--- config.mk ---
export PLATFORM = sky130hd
export DESIGN_NAME = bcc_charger
export DESIGN_NICKNAME = d
export VERILOG_FILES = /design/src/bcc_unused_placeholder_removed.v /design/src/bcc_charger.v
export VERILOG_INCLUDE_DIRS = /design/src
export SDC_FILE = /design/constraint.sdc
export NUM_CORES = 1
export LEC_CHECK = 0
export BUFFER_PORTS_ARGS = -buffer_cell sky130_fd_sc_hd__buf_4
export CAP_MARGIN = 20
export CORE_AREA = 2 2 142 144
export DETAILED_ROUTE_END_ITERATION = 7
export DIE_AREA = 0 0 144 146
export PLACE_DENSITY = 0.73
export SLEW_MARGIN = 20
export SYNTH_ARGS = -nofsm -noshare
export SYNTH_HDL_FRONTEND = slang
export SYNTH_SLANG_ARGS = --single-unit
export TNS_END_PERCENT = 100
--- constraint.sdc ---
create_clock -name clock -period 7.65 [get_ports clock]
set_clock_uncertainty 0.15 [all_clocks]
set_input_delay 0 -clock clock [delete_from_list [all_inputs] [get_ports clock]]
set_output_delay 0 -clock clock [all_outputs]
set_load 0.02 [all_outputs]
--- src/bcc_defs.vh ---
// Summary of operation
// - charge mode and blocking high-impedance mode
// - select level picks 500 mA or unlimited
// - precharge below short, then slew-limited CC
// - float voltage gives CV, termination ends cycle
// - recharge drop, POR or inhibit restarts cycle
// - apply load, validate input for 30 ms
// - every start or restart revalidates input
// - ramp current, hold at special charger floor
// - fold back at 120 C, suspend above shutdown
// - sleep on low headroom, block reverse current
// - input below minimum ends charge, pulses status
// - input overvoltage opens switch until OVP clear, then revalidates
// - battery pin above 4.8 V is fault
// - detection sink 30 ms, 2 V decides battery
// - no-battery mode regulates, exits on restart
// - thermistor hot or cold stops charging
// - status open idle, low charging, 2 Hz fault
// - seven fault kinds drive the status pulse
// - low-side switch off on negative overcurrent
`ifndef BCC_DEFS_VH
`define BCC_DEFS_VH
`define BCC_CLK_KHZ       10000
`define BCC_VALID_MS      30
`define BCC_DETECT_MS     30
`define BCC_BLINK_HALF_MS 250
`define BCC_RAMP_US       100
`define BCC_VALID_CYC     (`BCC_VALID_MS * `BCC_CLK_KHZ)
`define BCC_DETECT_CYC    (`BCC_DETECT_MS * `BCC_CLK_KHZ)
`define BCC_BLINK_CYC     (`BCC_BLINK_HALF_MS * `BCC_CLK_KHZ)
`define BCC_RAMP_CYC      ((`BCC_RAMP_US * `BCC_CLK_KHZ) / 1000)
`define BCC_OFF_CONFIG    4'h0
`define BCC_OFF_STATUS    4'h4
`define BCC_OFF_LEVEL     4'h8
`define BCC_CFG_TARGET_LSB 0
`define BCC_CFG_HIZ_BIT    8
`define BCC_CFG_RESET     9'h0_0ff
`define BCC_ST_STATE_LSB  0
`define BCC_ST_FAULT_LSB  9
`define BCC_RESP_OKAY     2'h0
`define BCC_RESP_SLVERR   2'h2
`endif

--- src/bcc_unused_placeholder_removed.v ---
`timescale 1ns/1ps
`default_nettype none
`default_nettype wire

--- src/bcc_charger.v ---
// The AXI4-Lite register port and the placing of the registers were left to the implementer.
`timescale 1ns/1ps
`default_nettype none
`include "bcc_defs.vh"
module bcc_charger #(
  parameter VALID_CYC  = `BCC_VALID_CYC,
  parameter DETECT_CYC = `BCC_DETECT_CYC,
  parameter BLINK_CYC  = `BCC_BLINK_CYC,
  parameter RAMP_CYC   = `BCC_RAMP_CYC,
  parameter CNT_W      = 24,
  parameter LEVEL_W    = 8
) (
  input  wire               clock,
  input  wire               rst_b,
  input  wire               awvalid,
  output reg                awready,
  input  wire [3:0]         awaddr,
  input  wire               wvalid,
  output reg                wready,
  input  wire [31:0]        wdata,
  input  wire [3:0]         wstrb,
  output reg                bvalid,
  input  wire               bready,
  output reg  [1:0]         bresp,
  input  wire               arvalid,
  output reg                arready,
  input  wire [3:0]         araddr,
  output reg                rvalid,
  input  wire               rready,
  output reg  [31:0]        rdata,
  output reg  [1:0]         rresp,
  input  wire               inhibit,
  input  wire               input_limit_sel,
  input  wire               vbus_above_min,
  input  wire               vbus_ovp_trip,
  input  wire               vbus_ovp_clear,
  input  wire               vbus_below_sleep,
  input  wire               vbus_at_sp_floor,
  input  wire               vbat_above_short,
  input  wire               vbat_at_float,
  input  wire               vbat_below_recharge,
  input  wire               vbat_above_2v,
  input  wire               vbat_over_4v8,
  input  wire               ichg_at_term,
  input  wire               ramp_at_limit,
  input  wire               die_at_foldback,
  input  wire               die_over_shutdown,
  input  wire               ntc_hot,
  input  wire               ntc_cold,
  input  wire               low_side_neg_over,
  output reg                input_switch_on,
  output reg                input_load_en,
  output reg                reverse_block_en,
  output reg                precharge_en,
  output reg                high_side_en,
  output reg                low_side_en,
  output reg                cv_en,
  output reg                foldback_en,
  output reg                detect_sink_en,
  output reg                nobat_regulate_en,
  output reg                input_limit_500_en,
  output reg  [LEVEL_W-1:0] charge_level,
  output reg                stat_out,
  output reg                stat_oe
);

  // one-hot sequencer states
  localparam [8:0] S_HIZ      = 9'h0_001;
  localparam [8:0] S_VALIDATE = 9'h0_002;
  localparam [8:0] S_PRECHG   = 9'h0_004;
  localparam [8:0] S_CC       = 9'h0_008;
  localparam [8:0] S_CV       = 9'h0_010;
  localparam [8:0] S_DETECT   = 9'h0_020;
  localparam [8:0] S_DONE     = 9'h0_040;
  localparam [8:0] S_NOBAT    = 9'h0_080;
  localparam [8:0] S_SUSPEND  = 9'h0_100;
  // sleep sits above the nine visible state bits
  localparam [9:0] S_SLEEP    = 10'h0_200;

  ////////////////////////////////////////////////////////////////////////////
  // reset release
  // async assert, release through two flops
  reg rst_meta_b;
  reg rst_sync_b;

  always @(posedge clock or negedge rst_b) begin
    if (!rst_b) begin
      rst_meta_b <= 1'b0;
      rst_sync_b <= 1'b0;
    end else begin
      rst_meta_b <= 1'b1;
      rst_sync_b <= rst_meta_b;
    end
  end

  ////////////////////////////////////////////////////////////////////////////
  // register decode
  function [1:0] reg_sel;
    input [3:0] addr;
    begin
      case (addr)
        `BCC_OFF_CONFIG: reg_sel = 2'd1;
        `BCC_OFF_STATUS: reg_sel = 2'd2;
        `BCC_OFF_LEVEL:  reg_sel = 2'd3;
        default:         reg_sel = 2'd0;
      endcase
    end
  endfunction

  // states in which the buck switches
  function buck_state;
    input [9:0] st;
    begin
      buck_state = st[3] | st[4] | st[7];
    end
  endfunction

  reg  [9:0]         state;
  reg  [9:0]         next_state;
  reg  [8:0]         config_reg;
  reg  [6:0]         faults;
  reg                ovp_flag;
  reg                tsd_flag;
  reg                poor_flag;
  reg                inhibit_d;
  reg  [CNT_W-1:0]   valid_cnt;
  reg  [CNT_W-1:0]   detect_cnt;
  reg  [CNT_W-1:0]   blink_cnt;
  reg  [CNT_W-1:0]   ramp_cnt;
  wire               restart;
  wire               vbus_ok;
  wire               valid_done;
  wire               detect_done;
  wire               charging;
  wire               active;
  wire               suspend_cause;
  wire               fault_any;
  wire [LEVEL_W-1:0] target;

  assign restart     = inhibit_d & ~inhibit;
  assign vbus_ok     = vbus_above_min & ~ovp_flag & ~vbus_ovp_trip;
  assign valid_done  = state[1] & vbus_ok
                       & (valid_cnt == VALID_CYC - 1);
  assign detect_done = state[5] & (detect_cnt == DETECT_CYC - 1);
  assign charging    = |(state[4:2]) | state[7];
  assign active      = ~state[0];
  assign suspend_cause = ovp_flag | tsd_flag | ntc_hot | ntc_cold;
  assign fault_any   = |faults;
  assign target      = config_reg[`BCC_CFG_TARGET_LSB +: LEVEL_W];

  ////////////////////////////////////////////////////////////////////////////
  // sequencer
  always @* begin
    next_state = state;
    case (state)
      {1'b0, S_HIZ}:
        if (vbus_above_min) next_state = {1'b0, S_VALIDATE};
      {1'b0, S_VALIDATE}:
        if (valid_done) begin
          if (vbat_above_short) next_state = {1'b0, S_CC};
          else next_state = {1'b0, S_PRECHG};
        end
      {1'b0, S_PRECHG}:
        if (vbat_above_short) next_state = {1'b0, S_CC};
      {1'b0, S_CC}:
        if (vbat_at_float) next_state = {1'b0, S_CV};
      {1'b0, S_CV}:
        if (ichg_at_term) next_state = {1'b0, S_DETECT};
      {1'b0, S_DETECT}:
        if (detect_done) begin
          if (vbat_above_2v) next_state = {1'b0, S_DONE};
          else next_state = {1'b0, S_NOBAT};
        end
      {1'b0, S_DONE}:
        if (vbat_below_recharge) next_state = {1'b0, S_VALIDATE};
      {1'b0, S_NOBAT}:
        next_state = state;
      {1'b0, S_SUSPEND}:
        if (!suspend_cause) next_state = {1'b0, S_VALIDATE};
      S_SLEEP:
        if (!vbus_below_sleep) next_state = {1'b0, S_VALIDATE};
      default:
        next_state = {1'b0, S_HIZ};
    endcase
    // overrides in active states, supply loss first
    if (active) begin
      if (!vbus_above_min)
        next_state = {1'b0, S_HIZ};
      else if (suspend_cause)
        next_state = {1'b0, S_SUSPEND};
      else if (vbus_below_sleep)
        next_state = S_SLEEP;
      else if (restart)
        next_state = {1'b0, S_VALIDATE};
    end
    // inhibit and forced high-z beat everything
    if (inhibit || config_reg[`BCC_CFG_HIZ_BIT])
      next_state = {1'b0, S_HIZ};
  end

  always @(posedge clock or negedge rst_sync_b) begin
    if (!rst_sync_b) begin
      state      <= {1'b0, S_HIZ};
      inhibit_d  <= 1'b0;
      valid_cnt  <= {CNT_W{1'b0}};
      detect_cnt <= {CNT_W{1'b0}};
    end else begin
      state     <= next_state;
      inhibit_d <= inhibit;
      // any dropout restarts the count
      if (state[1] && vbus_ok && !valid_done)
        valid_cnt <= valid_cnt + 1'b1;
      else
        valid_cnt <= {CNT_W{1'b0}};
      if (state[5] && !detect_done)
        detect_cnt <= detect_cnt + 1'b1;
      else
        detect_cnt <= {CNT_W{1'b0}};
    end
  end

  ////////////////////////////////////////////////////////////////////////////
  // fault flags, set wins over clear
  always @(posedge clock or negedge rst_sync_b) begin
    if (!rst_sync_b) begin
      ovp_flag  <= 1'b0;
      tsd_flag  <= 1'b0;
      poor_flag <= 1'b0;
      faults    <= 7'h00;
    end else begin
      if (vbus_ovp_trip) ovp_flag <= 1'b1;
      else if (vbus_ovp_clear) ovp_flag <= 1'b0;
      if (die_over_shutdown) tsd_flag <= 1'b1;
      else if (!die_at_foldback) tsd_flag <= 1'b0;
      // poor input kept until a fresh validation, inhibit or forced high-z
      if (charging && !vbus_above_min) poor_flag <= 1'b1;
      else if (valid_done || inhibit || config_reg[`BCC_CFG_HIZ_BIT])
        poor_flag <= 1'b0;
      faults <= {ntc_hot | ntc_cold, state[7], tsd_flag, vbat_over_4v8,
                 poor_flag, state[9], ovp_flag};
    end
  end

  ////////////////////////////////////////////////////////////////////////////
  // current ramp
  always @(posedge clock or negedge rst_sync_b) begin
    if (!rst_sync_b) begin
      ramp_cnt     <= {CNT_W{1'b0}};
      charge_level <= {LEVEL_W{1'b0}};
    end else if (!(state[3] || state[4])) begin
      ramp_cnt     <= {CNT_W{1'b0}};
      charge_level <= {LEVEL_W{1'b0}};
    // one step per ramp period, clipped back to target at period end
    end else if (ramp_cnt == RAMP_CYC - 1) begin
      ramp_cnt <= {CNT_W{1'b0}};
      if (charge_level > target)
        charge_level <= target;
      else if (!vbus_at_sp_floor && !ramp_at_limit
               && charge_level < target)
        charge_level <= charge_level + 1'b1;
    end else begin
      ramp_cnt <= ramp_cnt + 1'b1;
    end
  end

  ////////////////////////////////////////////////////////////////////////////
  // power stage controls and status pin
  always @(posedge clock or negedge rst_sync_b) begin
    if (!rst_sync_b) begin
      input_switch_on    <= 1'b0;
      input_load_en      <= 1'b0;
      reverse_block_en   <= 1'b1;
      precharge_en       <= 1'b0;
      high_side_en       <= 1'b0;
      low_side_en        <= 1'b0;
      cv_en              <= 1'b0;
      foldback_en        <= 1'b0;
      detect_sink_en     <= 1'b0;
      nobat_regulate_en  <= 1'b0;
      input_limit_500_en <= 1'b1;
      stat_out           <= 1'b0;
      stat_oe            <= 1'b0;
      blink_cnt          <= {CNT_W{1'b0}};
    end else begin
      input_switch_on    <= active & ~ovp_flag & ~vbus_ovp_trip;
      input_load_en      <= state[1] & vbus_above_min;
      reverse_block_en   <= state[0] | state[9];
      precharge_en       <= state[2];
      high_side_en       <= buck_state(state);
      low_side_en        <= buck_state(state) & ~low_side_neg_over;
      cv_en              <= state[4] | state[7];
      foldback_en        <= charging & die_at_foldback;
      detect_sink_en     <= state[5];
      nobat_regulate_en  <= state[7];
      input_limit_500_en <= ~input_limit_sel;
      stat_out           <= 1'b0;
      // pin sinks while charging, blinks on any fault
      if (fault_any) begin
        if (blink_cnt == BLINK_CYC - 1) begin
          blink_cnt <= {CNT_W{1'b0}};
          stat_oe   <= ~stat_oe;
        end else begin
          blink_cnt <= blink_cnt + 1'b1;
        end
      end else begin
        blink_cnt <= {CNT_W{1'b0}};
        stat_oe   <= charging | state[5];
      end
    end
  end

  ////////////////////////////////////////////////////////////////////////////
  // register bus slave
  always @(posedge clock or negedge rst_sync_b) begin
    if (!rst_sync_b) begin
      awready    <= 1'b0;
      wready     <= 1'b0;
      bvalid     <= 1'b0;
      bresp      <= `BCC_RESP_OKAY;
      config_reg <= `BCC_CFG_RESET;
    end else begin
      // address and data taken together
      if (awready && awvalid && wvalid) begin
        awready <= 1'b0;
        wready  <= 1'b0;
        bvalid  <= 1'b1;
        bresp   <= (reg_sel(awaddr) == 2'd0) ? `BCC_RESP_SLVERR
                                              : `BCC_RESP_OKAY;
        if (reg_sel(awaddr) == 2'd1) begin
          if (wstrb[0])
            config_reg[7:0] <= wdata[7:0];
          if (wstrb[1])
            config_reg[8] <= wdata[`BCC_CFG_HIZ_BIT];
        end
      end else if (awvalid && wvalid && !bvalid) begin
        awready <= 1'b1;
        wready  <= 1'b1;
      end
      if (bvalid && bready)
        bvalid <= 1'b0;
    end
  end

  always @(posedge clock or negedge rst_sync_b) begin
    if (!rst_sync_b) begin
      arready <= 1'b0;
      rvalid  <= 1'b0;
      rdata   <= 32'h0000_0000;
      rresp   <= `BCC_RESP_OKAY;
    end else begin
      // one read in flight at a time
      if (arready && arvalid) begin
        arready <= 1'b0;
        rvalid  <= 1'b1;
        rresp   <= `BCC_RESP_OKAY;
        case (reg_sel(araddr))
          2'd1: rdata <= {23'h00_0000, config_reg};
          // sleep shows only as a fault bit
          2'd2: rdata <= {16'h0000, faults, state[8:0]};
          2'd3: rdata <= {{(32-LEVEL_W){1'b0}}, charge_level};
          default: begin
            rdata <= 32'h0000_0000;
            rresp <= `BCC_RESP_SLVERR;
          end
        endcase
      end else if (arvalid && !rvalid) begin
        arready <= 1'b1;
      end
      if (rvalid && rready)
        rvalid <= 1'b0;
    end
  end

endmodule // bcc_charger
`default_nettype wire

==> impl_metrics.json <==
{
  "tns_ns": 0,
  "run_status": "finished, final reports clean",
  "period_needed_ns": 3.13,
  "slew_violations": 0,
  "viasPerCell": 5.24,
  "via_count": 6656,
  "synth_top_area_share_pct": 47.1,
  "core.rowCount": 51,
  "setup_viol": 0,
  "cts-buffers-inserted": 17,
  "required_ns": 7.85,
  "synth.distinct_cells": 59,
  "clkSlewWorstSetupHoldPaths_ns": 0.07,
  "rrSetupSlack_ns": 4.52,
  "drtIter0Drc": 350,
  "insertion_delay_ns": 0.43,
  "core_mm2": 0.0193,
  "synth_top_area_cell": "dfrtp_1",
  "fin_util_pct": 52.9,
  "grt_usage_pct": 18.4,
  "timing.fmax_ghz": 0.319,
  "fin_nets": 1075,
  "wire_per_inst_um": 14.7,
  "min_from": "wstrb[0]",
  "slew_headroom_pct": 37.7,
  "end_kind": "flip-flop",
  "syn_inst": 868,
  "ys_dominant_reg_cell": "dfrtp_1",
  "synth-seq-cells": 169,
  "grt_pass1_wl_um": 31200,
  "cts.sinks": 169,
  "worst_hold_slack_ns": 0.0283,
  "min_path_cells": 3,
  "synth_edf_count": 0,
  "finalHoldViolCount": 0,
  "start_util_pct": 43.5,
  "die_height_um": 146,
  "die_x_um": 144,
  "synth.area.top_cells": "dfrtp_1 47%, nor2_1 5.9%, xor2_1 5.2%",
  "crit_type": "flip-flop to flip-flop",
  "post_cts_buffers": 0,
  "seq_area_frac_synth_pct": 50.5,
  "hold_buffers": 47,
  "start_kind": "flip-flop",
  "final_cell_count_no_fill": 1270,
  "gp_congestion": 0.850,
  "synth_area_mm2": 0.00840,
  "place_inst": 1191,
  "rsz0062_at_grt": "no",
  "boundaryPins": 132,
  "io_buffers": 87,
  "layout_common_cells": "157 x dfrtp_1, 132 x nor2_1, 91 x buf_4",
  "cp_data_arrival_time_ns": 3.33,
  "finalCritPeriodShare_pct": 41.0,
  "r2r_start": "config_reg[7]",
  "wl_um": 18600,
  "cts_resized": 0,
  "grt_overflow": 0,
  "min_path_type": "input port to flip-flop",
  "syn_to_final_growth_pct": 21.7,
  "clockBufferDepth": 2,
  "antenna_found_initial": 0,
  "dpl.hpwl_um": 12900,
  "n_antenna_cell": 0,
  "maxCapViolCount": 0,
  "power.total_uw": 2140,
  "cts_root_buffer": "clkbuf_16",
  "drive_gt1_share_pct": 15.6,
  "crit_fanout": 3,
  "async_flop_share_pct": 100,
  "postRouteAntennaNets": 0,
  "layout_commonest_cell": "dfrtp_1",
  "power_density_mw_per_mm2": 209,
  "cts_tree": "built",
  "drtPass1Iterations": 7,
  "drc": 0,
  "p_leak_uw": 0.00441,
  "grt_max_degree": 64,
  "hold_path_end": "config_reg[6]",
  "r2r-end": "charge_level[5]",
  "reg2reg_depth": 9,
  "dieArea_mm2": 0.0210,
  "htree_num_levels": 4,
  "yosys_warnings": 0,
  "avgSynthCellArea_um2": 9.68,
  "grt_pass1_vias": 6470,
  "vdd_ir_drop_max_uv": 151,
  "worst_pin_slew_ns": 0.925
}
[metal layers]
metal	GRT usage [%]	routed length, um
met1	24.6	8290
met2	30.2	9030
met3	3.98	946
met4	5.39	347
met5	0	0
[worst max-delay path by stage]
stage                              from              end  slack, ns  depth (start not counted)
after global placement    config_reg[3]  charge_level[4]       4.66                          8
final                     config_reg[7]  charge_level[5]       4.52                          9
after CTS                 config_reg[7]  charge_level[5]       4.55                          9
after floorplan              rst_sync_b          arready       2.46                          0
after global routing      config_reg[7]  charge_level[5]       4.38                          9
after detailed placement  config_reg[3]  charge_level[6]       4.62                          8
[final cells by class]
type,instances,area [um^2]
clock buffer,20,457
clock inverter,12,92.6
fill,1694,9110
inverter,24,90.1
multi-input combinational,642,3860
sequential,169,4250
tap,265,332
timing repair buffer,138,1150
[critical path, stage by stage, from the launching register on]
cell           delay (ns)
dfstp_2              0.55
inv_1                0.05
ha_1                 0.30
a41oi_1              0.20
o21ai_0              0.13
or4_1                0.46
dlygate4sd3_1        0.57
a2111oi_1            0.39
a21oi_1              0.07
o211ai_1             0.17
[synthesized netlist by cell type (12+ instances only)]
| master | n |
|---|---|
| xor2_1 | 50 |
| nor4_1 | 12 |
| or3_1 | 14 |
| buf_4 | 20 |
| nand4_1 | 18 |
| nand2_1 | 80 |
| and3_1 | 22 |
| xnor2_1 | 33 |
| inv_1 | 24 |
| nor3_1 | 20 |
| nor2_1 | 132 |
| nand3_1 | 45 |
| mux2_2 | 12 |
| dfrtp_1 | 158 |
| o21ai_0 | 36 |
| clkbuf_1 | 24 |
| ha_1 | 13 |
| a21oi_1 | 16 |
[stage by stage]
| step | setup WS, ns | instance area, um^2 |
|---|---|---|
| after floorplan | 2.46 | 8470 |
| after global placement | 4.66 | 9210 |
| after detailed placement | 4.62 | 9210 |
| after CTS | 4.55 | 10200 |
| after global routing | 4.38 | 10200 |
| final | 4.52 | 10200 |
[power by group]
| part | internal (uW) | switching, uW | total (uW) |
|---|---|---|---|
| logic | 141 | 174 | 316 |
| registers | 953 | 69.1 | 1020 |
| clock network | 436 | 361 | 797 |
| total | 1530 | 604 | 2140 |
[cell families (layout without fill, tap and decap cells)]
kind of cell | Yosys count | after routing | synth area share, %
simple gates | 396 | 396 | 23.1
flops | 169 | 169 | 50.5
compound gates | 114 | 114 | 9.22
xor+xnor | 83 | 83 | 8.65
buf+inv | 75 | 194 | 4.41
mux | 16 | 16 | 2.08
fa+ha+maj | 13 | 13 | 1.94
other cells | 2 | 20 | 0.0894
No activity file was read; power rests on OpenSTA's default activity.
